[config.mk]
export PLATFORM = sky130hd
export DESIGN_NAME = asm_monitor
export DESIGN_NICKNAME = d
export VERILOG_FILES = /design/src/common/asm_pkg.sv /design/src/core/asm_monitor.sv /design/src/core/asm_peak.sv
export SDC_FILE = /design/constraint.sdc
export NUM_CORES = 1
export LEC_CHECK = 0
export ABC_CLOCK_PERIOD_IN_PS = 4570
export BUFFER_PORTS_ARGS = -buffer_cell sky130_fd_sc_hd__buf_2
export CAP_MARGIN = 20
export CORE_UTILIZATION = 53
export CTS_CLUSTER_DIAMETER = 50
export DETAILED_ROUTE_END_ITERATION = 10
export PLACE_DENSITY_LB_ADDON = 0.25
export SLEW_MARGIN = 10
export SYNTH_ARGS = -nofsm -noshare
export SYNTH_HDL_FRONTEND = slang
export SYNTH_SLANG_ARGS = --single-unit
[constraint.sdc]
create_clock -name clock -period 4.57 [get_ports clock]
set_input_delay 0.914 -clock clock [delete_from_list [all_inputs] [get_ports clock]]
set_output_delay 0.914 -clock clock [all_outputs]
set_load 0.1 [all_outputs]
[src/common/asm_pkg.sv]
package asm_pkg;

	// Bus geometry.
	localparam int ASM_DATA_W = 32;
	localparam int ASM_ADDR_W = 12;
	localparam int ASM_IDX_W  = 10;

	// Register indices; the byte address is four times the index.
	localparam logic [9:0] ASM_IDX_DWELL_LOW   = 10'h24B;
	localparam logic [9:0] ASM_IDX_DWELL_HIGH  = 10'h24C;
	localparam logic [9:0] ASM_IDX_SYNC_CTRL   = 10'h26F;
	localparam logic [9:0] ASM_IDX_MON_CTRL    = 10'h270;
	localparam logic [9:0] ASM_IDX_PERIOD0     = 10'h271;
	localparam logic [9:0] ASM_IDX_PERIOD1     = 10'h272;
	localparam logic [9:0] ASM_IDX_PERIOD2     = 10'h273;
	localparam logic [9:0] ASM_IDX_RESULT_CTRL = 10'h274;
	localparam logic [9:0] ASM_IDX_RESULT0     = 10'h275;
	localparam logic [9:0] ASM_IDX_RESULT1     = 10'h276;
	localparam logic [9:0] ASM_IDX_RESULT2     = 10'h277;
	localparam logic [9:0] ASM_IDX_FRAME_CNT   = 10'h278;

	// Field positions.
	localparam int ASM_SYNC_MODE_BIT = 0;
	localparam int ASM_PEAK_EN_BIT   = 1;
	localparam int ASM_UPDATE_BIT    = 4;

	// Widths.
	localparam int ASM_RESULT_W = 20;
	localparam int ASM_PERIOD_W = 24;
	localparam int ASM_DWELL_W  = 16;
	localparam int ASM_THRESH_W = 13;
	localparam int ASM_SEL_W    = 3;
	localparam int ASM_FRAME_W  = 8;

	// Reset values and codes.
	localparam logic [7:0] ASM_PERIOD0_RST = 8'h80;
	localparam logic [2:0] ASM_SEL_RST     = 3'h1;
	localparam logic [2:0] ASM_SEL_PEAK    = 3'h1;
	localparam logic [23:0] ASM_PERIOD_MIN = 24'h000002;

	// Bus responses.
	localparam logic [1:0] ASM_RESP_OKAY   = 2'h0;
	localparam logic [1:0] ASM_RESP_SLVERR = 2'h2;

	// Threshold flag states, Gray coded on every step except DWELL to LOW.
	typedef enum logic [1:0] {
		ASM_FD_LOW   = 2'h0,
		ASM_FD_HIGH  = 2'h1,
		ASM_FD_DWELL = 2'h3
	} asm_fd_state_t;

	// Word index from a byte address.
	function automatic logic [9:0] asm_reg_index(input logic [11:0] a);
		return a[11:2];
	endfunction

	// True when an index names a register of this block.
	function automatic logic asm_reg_mapped(input logic [9:0] i);
		return (i == ASM_IDX_DWELL_LOW) || (i == ASM_IDX_DWELL_HIGH) ||
		       (i == ASM_IDX_SYNC_CTRL) ||
		       ((i >= ASM_IDX_MON_CTRL) && (i <= ASM_IDX_FRAME_CNT));
	endfunction

endpackage

[src/core/asm_monitor.sv]
`timescale 1ns/1ps
`default_nettype none
module asm_monitor
	import asm_pkg::*;
#(
	parameter int MAG_W = ASM_THRESH_W
)(
	input  wire logic                  clock,
	input  wire logic                  srst,
	input  wire logic                  ce,
	input  wire logic [ASM_ADDR_W-1:0] s_axi_awaddr,
	input  wire logic                  s_axi_awvalid,
	output logic                       s_axi_awready,
	input  wire logic [ASM_DATA_W-1:0] s_axi_wdata,
	input  wire logic [3:0]            s_axi_wstrb,
	input  wire logic                  s_axi_wvalid,
	output logic                       s_axi_wready,
	output logic      [1:0]            s_axi_bresp,
	output logic                       s_axi_bvalid,
	input  wire logic                  s_axi_bready,
	input  wire logic [ASM_ADDR_W-1:0] s_axi_araddr,
	input  wire logic                  s_axi_arvalid,
	output logic                       s_axi_arready,
	output logic      [ASM_DATA_W-1:0] s_axi_rdata,
	output logic      [1:0]            s_axi_rresp,
	output logic                       s_axi_rvalid,
	input  wire logic                  s_axi_rready,
	input  wire logic                  sample_valid,
	input  wire logic [MAG_W-1:0]      sample_magnitude,
	input  wire logic [MAG_W-1:0]      upper_threshold,
	input  wire logic [MAG_W-1:0]      lower_threshold,
	input  wire logic                  sysref_edge,
	input  wire logic                  sysref_enable,
	output logic                       threshold_flag_pin
);

	// Write channel holding state.
	logic                  aw_held_reg;
	logic [ASM_IDX_W-1:0]  wr_idx_reg;
	logic                  w_held_reg;
	logic [7:0]            wr_byte_reg;
	logic                  wr_lane_reg;
	logic                  do_write;
	logic                  wr_en;

	// Register storage.
	logic [7:0]              dwell_low_reg;
	logic [7:0]              dwell_high_reg;
	logic                    sync_mode_reg;
	logic                    peak_en_reg;
	logic [ASM_PERIOD_W-1:0] period_reg;
	logic [ASM_SEL_W-1:0]    sel_reg;
	logic                    update_reg;
	logic [ASM_RESULT_W-1:0] result_reg;
	logic [ASM_FRAME_W-1:0]  frame_reg;

	// Monitor and flag state.
	logic [ASM_RESULT_W-1:0] peak_value;
	logic [ASM_RESULT_W-1:0] selected;
	logic [ASM_RESULT_W-1:0] mag_wide;
	logic                    window_done;
	logic                    realign;
	asm_fd_state_t           fd_state_reg;
	logic [ASM_DWELL_W-1:0]  dwell_cnt_reg;
	logic [ASM_DWELL_W-1:0]  dwell_target;
	logic                    above_upper;
	logic                    below_lower;

	// Read side.
	logic [7:0]            rd_byte;
	logic [ASM_IDX_W-1:0]  rd_idx;

	// A write is carried out once address and data are both held.
	assign do_write = aw_held_reg && w_held_reg && !s_axi_bvalid;
	assign wr_en    = do_write && wr_lane_reg;

	// Write address channel; ready only while no address or response is pending.
	always_ff @(posedge clock) begin
		if (srst) begin
			aw_held_reg   <= 1'b0;
			wr_idx_reg    <= '0;
			s_axi_awready <= 1'b0;
		end else if (ce) begin
			if (s_axi_awvalid && s_axi_awready) begin
				aw_held_reg   <= 1'b1;
				wr_idx_reg    <= asm_reg_index(s_axi_awaddr);
				s_axi_awready <= 1'b0;
			end else if (do_write) begin
				aw_held_reg <= 1'b0;
			end else if (!aw_held_reg && !s_axi_bvalid) begin
				s_axi_awready <= 1'b1;
			end
		end
	end

	// Write data channel; only byte lane 0 carries register data.
	always_ff @(posedge clock) begin
		if (srst) begin
			w_held_reg   <= 1'b0;
			wr_byte_reg  <= '0;
			wr_lane_reg  <= 1'b0;
			s_axi_wready <= 1'b0;
		end else if (ce) begin
			if (s_axi_wvalid && s_axi_wready) begin
				w_held_reg   <= 1'b1;
				wr_byte_reg  <= s_axi_wdata[7:0];
				wr_lane_reg  <= s_axi_wstrb[0];
				s_axi_wready <= 1'b0;
			end else if (do_write) begin
				w_held_reg <= 1'b0;
			end else if (!w_held_reg && !s_axi_bvalid) begin
				s_axi_wready <= 1'b1;
			end
		end
	end

	// Write response; unmapped indices answer with a slave error.
	always_ff @(posedge clock) begin
		if (srst) begin
			s_axi_bvalid <= 1'b0;
			s_axi_bresp  <= ASM_RESP_OKAY;
		end else if (ce) begin
			if (do_write) begin
				s_axi_bvalid <= 1'b1;
				s_axi_bresp  <= asm_reg_mapped(wr_idx_reg) ?
				                ASM_RESP_OKAY : ASM_RESP_SLVERR;
			end else if (s_axi_bready && s_axi_bvalid) begin
				s_axi_bvalid <= 1'b0;
			end
		end
	end

	// Dwell target bytes.
	always_ff @(posedge clock) begin
		if (srst) begin
			dwell_low_reg  <= '0;
			dwell_high_reg <= '0;
		end else if (ce && wr_en) begin
			if (wr_idx_reg == ASM_IDX_DWELL_LOW) begin
				dwell_low_reg <= wr_byte_reg;
			end
			if (wr_idx_reg == ASM_IDX_DWELL_HIGH) begin
				dwell_high_reg <= wr_byte_reg;
			end
		end
	end

	// A realignment needs an armed bit and an enabled reference input.
	assign realign = sync_mode_reg && sysref_edge && sysref_enable;

	// Sync mode bit; a software write of 1 wins over the self clear.
	always_ff @(posedge clock) begin
		if (srst) begin
			sync_mode_reg <= 1'b0;
		end else if (ce) begin
			if (wr_en && (wr_idx_reg == ASM_IDX_SYNC_CTRL)) begin
				sync_mode_reg <= wr_byte_reg[ASM_SYNC_MODE_BIT];
			end else if (realign) begin
				sync_mode_reg <= 1'b0;
			end
		end
	end

	// Peak detector enable; other bits of this byte are not stored.
	always_ff @(posedge clock) begin
		if (srst) begin
			peak_en_reg <= 1'b0;
		end else if (ce && wr_en && (wr_idx_reg == ASM_IDX_MON_CTRL)) begin
			peak_en_reg <= wr_byte_reg[ASM_PEAK_EN_BIT];
		end
	end

	// Window period across three bytes.
	always_ff @(posedge clock) begin
		if (srst) begin
			period_reg <= {16'h0000, ASM_PERIOD0_RST};
		end else if (ce && wr_en) begin
			case (wr_idx_reg)
				ASM_IDX_PERIOD0: period_reg[7:0]   <= wr_byte_reg;
				ASM_IDX_PERIOD1: period_reg[15:8]  <= wr_byte_reg;
				ASM_IDX_PERIOD2: period_reg[23:16] <= wr_byte_reg;
				default:         period_reg        <= period_reg;
			endcase
		end
	end

	// Result selection and the self-clearing update request.
	always_ff @(posedge clock) begin
		if (srst) begin
			sel_reg    <= ASM_SEL_RST;
			update_reg <= 1'b0;
		end else if (ce) begin
			if (wr_en && (wr_idx_reg == ASM_IDX_RESULT_CTRL)) begin
				sel_reg <= wr_byte_reg[ASM_SEL_W-1:0];
			end
			if (wr_en && (wr_idx_reg == ASM_IDX_RESULT_CTRL) &&
			    wr_byte_reg[ASM_UPDATE_BIT]) begin
				update_reg <= 1'b1;
			end else if (update_reg) begin
				update_reg <= 1'b0;
			end
		end
	end

	// Source picked by the current selection code.
	always_comb begin
		if (sel_reg == ASM_SEL_PEAK) begin
			selected = peak_value;
		end else begin
			selected = '0;
		end
	end

	// Result registers load only on an update request.
	always_ff @(posedge clock) begin
		if (srst) begin
			result_reg <= '0;
		end else if (ce && update_reg) begin
			result_reg <= selected;
		end
	end

	// Frame counter steps at each window expiry.
	always_ff @(posedge clock) begin
		if (srst) begin
			frame_reg <= '0;
		end else if (ce && window_done) begin
			frame_reg <= frame_reg + 8'h01;
		end
	end

	assign mag_wide = ASM_RESULT_W'(sample_magnitude);

	// Peak detector over the programmed window.
	asm_peak u_peak (
		.clock        (clock),
		.srst         (srst),
		.ce           (ce),
		.enable       (peak_en_reg),
		.restart      (realign),
		.period       (period_reg),
		.sample_valid (sample_valid),
		.magnitude    (mag_wide),
		.peak_result  (peak_value),
		.expire       (window_done)
	);

	// Threshold comparisons on valid samples only.
	assign above_upper  = sample_valid && (sample_magnitude > upper_threshold);
	assign below_lower  = sample_valid && (sample_magnitude < lower_threshold);
	assign dwell_target = {dwell_high_reg, dwell_low_reg};

	// Threshold flag: set above the upper level, released after dwell.
	always_ff @(posedge clock) begin
		if (srst) begin
			fd_state_reg       <= ASM_FD_LOW;
			dwell_cnt_reg      <= '0;
			threshold_flag_pin <= 1'b0;
		end else if (ce) begin
			case (fd_state_reg)
				ASM_FD_LOW: begin
					if (above_upper) begin
						fd_state_reg       <= ASM_FD_HIGH;
						threshold_flag_pin <= 1'b1;
					end
				end
				ASM_FD_HIGH: begin
					if (below_lower) begin
						if (dwell_target <= 16'h0001) begin
							fd_state_reg       <= ASM_FD_LOW;
							threshold_flag_pin <= 1'b0;
						end else begin
							fd_state_reg  <= ASM_FD_DWELL;
							dwell_cnt_reg <= dwell_target - 16'h0001;
						end
					end
				end
				ASM_FD_DWELL: begin
					if (sample_valid && !below_lower) begin
						fd_state_reg <= ASM_FD_HIGH;
					end else if (below_lower) begin
						if (dwell_cnt_reg == 16'h0001) begin
							fd_state_reg       <= ASM_FD_LOW;
							threshold_flag_pin <= 1'b0;
						end else begin
							dwell_cnt_reg <= dwell_cnt_reg - 16'h0001;
						end
					end
				end
				default: begin
					fd_state_reg       <= ASM_FD_LOW;
					threshold_flag_pin <= 1'b0;
				end
			endcase
		end
	end

	assign rd_idx = asm_reg_index(s_axi_araddr);

	// Read decode; reserved bits read as zero.
	always_comb begin
		case (rd_idx)
			ASM_IDX_DWELL_LOW:   rd_byte = dwell_low_reg;
			ASM_IDX_DWELL_HIGH:  rd_byte = dwell_high_reg;
			ASM_IDX_SYNC_CTRL:   rd_byte = {7'h00, sync_mode_reg};
			ASM_IDX_MON_CTRL:    rd_byte = {6'h00, peak_en_reg, 1'b0};
			ASM_IDX_PERIOD0:     rd_byte = period_reg[7:0];
			ASM_IDX_PERIOD1:     rd_byte = period_reg[15:8];
			ASM_IDX_PERIOD2:     rd_byte = period_reg[23:16];
			ASM_IDX_RESULT_CTRL: rd_byte = {3'h0, update_reg, 1'b0, sel_reg};
			ASM_IDX_RESULT0:     rd_byte = result_reg[7:0];
			ASM_IDX_RESULT1:     rd_byte = result_reg[15:8];
			ASM_IDX_RESULT2:     rd_byte = {4'h0, result_reg[19:16]};
			ASM_IDX_FRAME_CNT:   rd_byte = frame_reg;
			default:             rd_byte = 8'h00;
		endcase
	end

	// Read channel; the data register loads at address acceptance.
	always_ff @(posedge clock) begin
		if (srst) begin
			s_axi_arready <= 1'b0;
			s_axi_rvalid  <= 1'b0;
			s_axi_rdata   <= '0;
			s_axi_rresp   <= ASM_RESP_OKAY;
		end else if (ce) begin
			if (s_axi_arvalid && s_axi_arready) begin
				s_axi_arready <= 1'b0;
				s_axi_rvalid  <= 1'b1;
				s_axi_rdata   <= {24'h000000, rd_byte};
				s_axi_rresp   <= asm_reg_mapped(rd_idx) ?
				                 ASM_RESP_OKAY : ASM_RESP_SLVERR;
			end else if (s_axi_rvalid && s_axi_rready) begin
				s_axi_rvalid <= 1'b0;
			end else if (!s_axi_rvalid) begin
				s_axi_arready <= 1'b1;
			end
		end
	end

endmodule
`default_nettype wire

[src/core/asm_peak.sv]
`timescale 1ns/1ps
`default_nettype none
module asm_peak
	import asm_pkg::*;
(
	input  wire logic                    clock,
	input  wire logic                    srst,
	input  wire logic                    ce,
	input  wire logic                    enable,
	input  wire logic                    restart,
	input  wire logic [ASM_PERIOD_W-1:0] period,
	input  wire logic                    sample_valid,
	input  wire logic [ASM_RESULT_W-1:0] magnitude,
	output logic      [ASM_RESULT_W-1:0] peak_result,
	output logic                         expire
);

	logic [ASM_PERIOD_W-1:0] count_reg;
	logic [ASM_RESULT_W-1:0] acc_reg;
	logic [ASM_PERIOD_W-1:0] eff_period;
	logic [ASM_PERIOD_W-1:0] last_count;
	logic [ASM_RESULT_W-1:0] cur_mag;

	// Larger of two magnitudes.
	function automatic logic [ASM_RESULT_W-1:0] mag_max(
		input logic [ASM_RESULT_W-1:0] a,
		input logic [ASM_RESULT_W-1:0] b);
		return (a > b) ? a : b;
	endfunction

	// Even period with bit 0 dropped, never shorter than two cycles.
	always_comb begin
		eff_period = {period[ASM_PERIOD_W-1:1], 1'b0};
		if (eff_period < ASM_PERIOD_MIN) begin
			eff_period = ASM_PERIOD_MIN;
		end
		last_count = eff_period - ASM_PERIOD_MIN + 24'h000001;
		cur_mag = sample_valid ? magnitude : '0;
	end

	// Window counter and running peak; a restart realigns the window.
	always_ff @(posedge clock) begin
		if (srst) begin
			count_reg   <= '0;
			acc_reg     <= '0;
			peak_result <= '0;
			expire      <= 1'b0;
		end else if (ce) begin
			expire <= 1'b0;
			if (restart || !enable) begin
				count_reg <= '0;
				acc_reg   <= '0;
			end else if (count_reg >= last_count) begin
				count_reg   <= '0;
				expire      <= 1'b1;
				peak_result <= mag_max(acc_reg, cur_mag);
				acc_reg     <= '0;
			end else begin
				count_reg <= count_reg + 24'h000001;
				acc_reg   <= mag_max(acc_reg, cur_mag);
			end
		end
	end

endmodule
`default_nettype wire

==> impl_results.md, run 1 <==
- Largest net degree at the start of global routing: 46
- Final hold vios: 0
- Sequential share of the synthesized area: ~34%
- Multi-input gate area: approximately 0.0069 sq mm
- Placement Cell Area: approximately 0.012 sq mm
- Asr flop ratio synth: 0%
- Grt ovf: 0
- Number of flops mapped to enable cells by yosys: 0
- First-pass GRT wire length: ~48000 um
- Switching share of power: a little over a quarter
- Worst path required time: between 4 and 5 ns
- Met3 wire length: approximately 1600 um
- Max-slew violations: 0
- Root Buffer: clkbuf_16
- Finished Layout Cells: 1713
- Core Region: between 0.02 and 0.025 sq mm
- Internal power: 2.68 mW
- Synth Warn #: 0
- Worst-path clk slew: ~0.070 ns
- Share of layout cells above drive strength 1: 16.1%
- Num CTS Buffers: 17
- Final instance area: between 0.01 and 0.015 sq mm
- Drt total wl: about 30000 um
- Routability Congestion: just under 0.9
- Min-delay worst type: register to register
- Clk sinks: around 190
- DR DRC count: 0
- Nets: 1603
- Synth Register Bits: approximately 190
- Hpwl dp: ~22000 um
- Final worst slack: 0.259 ns
- Commonest cells in the netlist: 194 x dfxtp_1, 143 x nand2_1, 131 x nor2_1, 81 x a21oi_1, 68 x ha_1
- Die footprint: 0.0222 sq mm
- Global Route Usage Sum: a little over a quarter
- Status: complete, no violations
- F_max: 0.232 GHz
- Top cells by area, synth: dfxtp_1 34%, ha_1 7.4%, mux2i_1 5.1%
- Syn_area_per_cell: about 8.5 sq um
- Worst IR Drop VDD: 0.175 mV
- Flop pwr share: between 40% and 50%
- Class of the most critical setup path: register to register
- Final worst path period share: 94.3%
- Die Span Y: ~150 um
- CP Max Fanout: 20
- Post-route ant nets: 0
- CP most frequent cell: ha_1
- Highest metal used: met4
- Setup violations, final: 0
- Via count: just over 10000
- Met2 WL post-DR: ~14000 um
- Max Cap Violations: 0
- Vias in the first global route: around 9500
- Period minus WS final: 4.31 ns
- Compound-cell area share of the yosys netlist: between 10% and 20%
- Post-place setup slack: roughly 0.027 ns
- Fraction of synthesized area in multiplexers: under 10%
- Skew final: 0.0110 ns
- Synth Area in Adders: 7.44%
- Die Wd: between 100 and 150 um
- Yosys top cell by area: dfxtp_1
- Final hold slack: between 0.4 and 0.5 ns
- Worst setup EP type: register
- Max-slew headroom: 28.1%
- Leakage power: approximately 5.0 nW
- Iteration-0 DRC count of the detailed router: 622
- CTS max path bufs: 2
- Xor/xnor share of the synthesized area: slightly above 3%
- Drt pass-1 iters: 5
- Top-area cell type share of the netlist area: between 30% and 40%
- Largest family of logic cells by synthesized area: simple AND/OR/NAND/NOR gates
- CP max-delay cell: or3b_2
- Wirelength per Cell: between 15 and 20 um
- Power Dens Cells: 287 mW/mm^2
- Io pins: around 150
- Largest stage delay, worst path: ~0.53 ns
- Via density: roughly 6.0
- Post-synthesis simple-gate area fraction: between 20% and 30%
- Combinational fraction of design power: roughly a tenth
- Critical Path, Cell by Cell: nor4_1 > and4_1 > nor2b_2 > nor2_1 > ha_1 > or3b_2 > nor3_4 > nand2_2 > nor2_4 > nand2_1 > xor2_1 > ha_1 > nand4_1 > nor3_2 > o211ai_1 > o211a_2 > buf_12 > and2_1 > a22o_1
- Switching pwr: 0.985 mW
- M1 WL: approximately 13000 um
- Initial antenna violation count: 0
- Distinct cells, synth: 94
- Area grow syn2layout: 11.5%
- Starting Density: 54.2%
- Mapped cell area: 0.0114 sq mm
- Worst-Skew Late Latency: between 0.4 and 0.5 ns
- Area taken by flip-flops and latches: just under 0.004 sq mm
- Worst-Margin Slew: approximately 1.1 ns
- Most frequent cell after synthesis: dfxtp_1
- Clk pwr share: about 42%
- Ant. Diodes: 0
- Placed Cells: around 1700
- Num rows: 53
- Startpoint Class: register
- Fill cell count: just under 2000
- Primary FF master, synth: dfxtp_1
- Post-Syn Instances: 1348
- CP Data Arrival Time: around 4.6 ns
- CTS tree: yes
- IO Port Bufs: 94
- Htree depth: 4
==> logic make-up after synthesis <==
logic type	after synthesis
other	1
flip-flops	194
AO/OA/AOI/OAI	310
multiplexers	73
buffers and inverters	157
XOR/XNOR	40
AND/OR/NAND/NOR	505
adder cells (fa/ha/maj)	68
==> metrics by stage <==
step                      utilization [%]  TNS [ns]  total power [mW]
after floorplan                         -         0              2.07
after global placement               57.4         0              2.14
after detailed placement             57.4         0              2.15
after CTS                            60.2         0              3.68
after global routing                 60.5   -0.0107              3.77
final                                60.5         0              3.66
==> repair_timing <==
action | CTS | global route
resized for setup | 0 | 15
setup buffers | 0 | 0
hold buffers | 0 | 0
setup endpoints to repair | 0 | 64
==> placed cells by master, fill, tap and decap left out, types with 9 or more instances in the layout <==
master     synthesis  routed
ha_1              68      68
nand3b_1          10      10
nor4_1            22      18
o21ai_0           33      33
xor2_1            19      19
mux2i_1           58      58
nand3_1           41      41
inv_1             60      60
o31ai_1            9       9
a22oi_1           33      33
nand2b_1          12      12
clkbuf_16          0      17
xnor2_1           21      21
and2_1            11      11
nor2_1           131     129
buf_4             28      35
and3_1            14      14
mux2_4             9       9
o22ai_1           15      15
nand4_1           22      22
o2bb2ai_1         11      11
a31oi_1           31      31
a21oi_1           81      81
buf_2             11      93
nor3_1            28      27
dfxtp_1          194     192
nand2_1          143     142
conb_1             1      26
==> worst paths after layout <==
check                          from                     end  slack [ns]  cells after the start
min          u_peak.peak_result[15]  u_peak.peak_result[15]        0.46                      2
min reg2reg  u_peak.peak_result[15]  u_peak.peak_result[15]        0.46                      2
max                  period_reg[23]     u_peak.count_reg[1]        0.26                     19
max reg2reg          period_reg[23]     u_peak.count_reg[1]        0.26                     19
==> routing by layer <==
layer,vias up,GRT usage (%)
met5,-,0
met4,0,7.91
met3,41,3.21
met2,325,45.6
met1,4843,35.6
li1,5013,-
==> cell type report <==
type,instances,area share (%)
inverter,61,1.79
multi-input combinational,1022,54.5
tap,275,2.70
clock buffer,20,3.50
timing repair buffer,129,5.87
clock inverter,12,1.21
sequential,194,30.5
==> power by group through the flow <==
stage | Clock, mW | Sequential [mW] | Combinational [mW]
global route | 1.63 | 1.72 | 0.418
finish | 1.55 | 1.72 | 0.389
detailed placement | 0 | 1.76 | 0.387
floorplan | 0 | 1.80 | 0.272
global placement | 0 | 1.76 | 0.382
CTS | 1.57 | 1.72 | 0.387
==> worst max-delay path, delay by kind of cell, from the launching register on <==
family,cells,cell delay (ns)
adders and majority gates,2,0.51
AOI/OAI and AO/OA,3,0.71
xor gates and xnor gates,1,0.15
and+or+nand+nor,12,2.28
buffers and inverters,1,0.17
DFF,1,0.35
Note: power is estimated with default switching activity, not from simulation.
==> inputs of run 2 (changes only) <==
==> constraint.sdc (replaced) <==
create_clock -name clock -period 4.57 [get_ports clock]
set_input_delay 0.6855 -clock clock [delete_from_list [all_inputs] [get_ports clock]]
set_output_delay 0.6855 -clock clock [all_outputs]
set_load 0.1 [all_outputs]
==> impl_results.md, run 2 (same netlist as run 1, synthesis figures left out) <==
- Status: complete, no violations
- CTS max path bufs: 2
- Worst path required time: 4.90 ns
- Most frequent cells in the layout: 191 x dfxtp_1, 142 x nand2_1, 129 x nor2_1
- CP Max Fanout: 19
- Routability Congestion: roughly 0.87
- Reg-to-reg critical path endpoint: u_peak.count_reg[1]
- Reg2reg setup slack: about 0.19 ns
- Placed Cells: 1679
- Worst setup EP type: register
- Worst Reg-to-Reg Cells: 19
- Clk sinks: between 150 and 200
- Via density: 6.03
- Startpoint Class: register
- Critical Path, Cell by Cell: nor4_1 > and4_1 > nor2b_1 > nor2_1 > ha_1 > or3b_2 > nor3_2 > nand2_2 > buf_4 > nor3_1 > xnor2_1 > ha_1 > nand4_1 > nor3_2 > o211ai_1 > o211a_4 > buf_12 > and2_1 > a22o_1
- Class of the most critical setup path: register to register
- Worst-path clk slew: about 0.070 ns
- Setup bufs post-CTS: 0
- Final worst path period share: between 90 and 100%
- Wirelength per Cell: 17.4 um
- Fill cell count: 1929
- CP Data Arrival Time: 4.71 ns
- Share of layout cells above drive strength 1: ~16%
- Setup violations, final: 0
- DR DRC count: 0
- Most common cell after layout, fill and taps aside: dfxtp_1
- CP max-delay cell: or3b_2
- Finished Layout Cells: around 1700
- Final worst slack: approximately 0.19 ns
- CTS tree: yes
- First-pass GRT wire length: 48300 um
- Skew final: ~0.0078 ns
- Period minus WS final: ~4.4 ns
- Vias in the first global route: between 9000 and 10000
- IO Port Bufs: 94
- Core Region: 0.0211 sq mm
- F_max: 0.228 GHz
- Die footprint: 0.0222 sq mm
- Nets: 1601
- Hpwl dp: ~22000 um
- Area grow syn2layout: 11.2%
- Largest stage delay, worst path: between 0.4 and 0.5 ns
- Power Dens Cells: ~290 mW/mm^2
- Starting Density: 54.2%
- Htree depth: 4
- Largest net degree at the start of global routing: 76
- Ant. Diodes: 0
- Min-delay worst type: register to register
- Sink of the worst hold path: u_peak.peak_result[15]
- Final hold vios: 0
- Max-slew violations: 0
- Die Wd: 149 um
- Initial antenna violation count: 0
- Drt pass-1 iters: 8
- Worst IR Drop VDD: about 0.2 mV
- Kind of cell adding the most delay to the critical path: simple AND/OR/NAND/NOR gates
- Num rows: 53
- Die Span Y: approximately 150 um
- Post-place setup slack: between 0.08 and 0.09 ns
- Root Buffer: clkbuf_16
- Worst-Skew Late Latency: 0.43 ns
- CP Buf/Inv Count: 2
- RR Startpoint: period_reg[22]
- Via count: 10300
- Hold_sp: u_peak.peak_result[15]
- Max Cap Violations: 0
- Worst Hold Path Cells: 2
- Worst-Margin Slew: around 1.1 ns
- Leakage power: ~5 nW
- Grt ovf: 0
- Num CTS Buffers: 17
- Global Route Usage Sum: approximately 27%
- Post-route ant nets: 0
- Drt total wl: just under 30000 um
- Max-slew headroom: between 20 and 30%
- Io pins: between 150 and 200
- Iteration-0 DRC count of the detailed router: ~700
[run 2: cell count changes in the layout (fill, tap and decap cells not counted), sizes merged]
cell | previous run | this run
clkinv | 5 | 8
buf | 129 | 127
bufinv | 3 | 2
clkinvlp | 3 | 2
inv | 62 | 61
[run 2: worst max-delay path by stage]
stage                        start                      to  cells after the start
floorplan           period_reg[15]  u_peak.peak_result[10]                     21
global placement    period_reg[22]     u_peak.count_reg[1]                     19
detailed placement  period_reg[22]   u_peak.peak_result[8]                     18
CTS                 period_reg[22]   u_peak.peak_result[2]                     18
global route        period_reg[22]    u_peak.count_reg[18]                     20
finish              period_reg[22]     u_peak.count_reg[1]                     19
[run 2: timing repair]
item                                    CTS  global route
endpoints found under the setup margin    0            64
hold buffers                              0             0
gates resized for setup                   0            12
hold endpoints to repair                  0             0
[run 2: final cells by class]
type                    instances  area (sq um)  share of cell area [%]
flip-flops and latches        194          3890                    30.6
repair buffers                127           733                    5.77
clock buffers                  20           467                    3.67
multi-input cells            1022          6930                    54.5
well taps                     275           344                    2.71
inverters                      61           229                    1.80
clock inverters                12           130                    1.02
[run 2: worst min-delay path, stage by stage (launching register included)]
cell	delay [ns]
dfxtp_1	0.31
nand2_1	0.05
mux2i_1	0.05
[run 2: routing by layer]
layer	vias up	track usage [%]	wire length [um]
met1	4932	35.0	13200
met2	313	46.6	14300
met5	-	0	0
met4	0	7.86	583
met3	40	4.59	1620
li1	5024	-	-
[run 2: per-stage QoR]
| stage | hold slack (ns) | total power [mW] | cell area (sq um) | TNS [ns] | util (%) |
|---|---|---|---|---|---|
| floorplan | 0.433 | 2.07 | 11500 | 0 | - |
| global placement | 0.445 | 2.14 | 12100 | 0 | 57.3 |
| detailed placement | 0.451 | 2.14 | 12100 | 0 | 57.3 |
| CTS | 0.461 | 3.64 | 12700 | 0 | 60.1 |
| global route | 0.482 | 3.74 | 12700 | -0.0813 | 60.3 |
| finish | 0.461 | 3.63 | 12700 | 0 | 60.3 |
[run 2: power by group]
part / internal [mW] / switching (mW)
logic: 0.0956 / 0.291
registers: 1.70 / 0.0184
clock network: 0.851 / 0.668
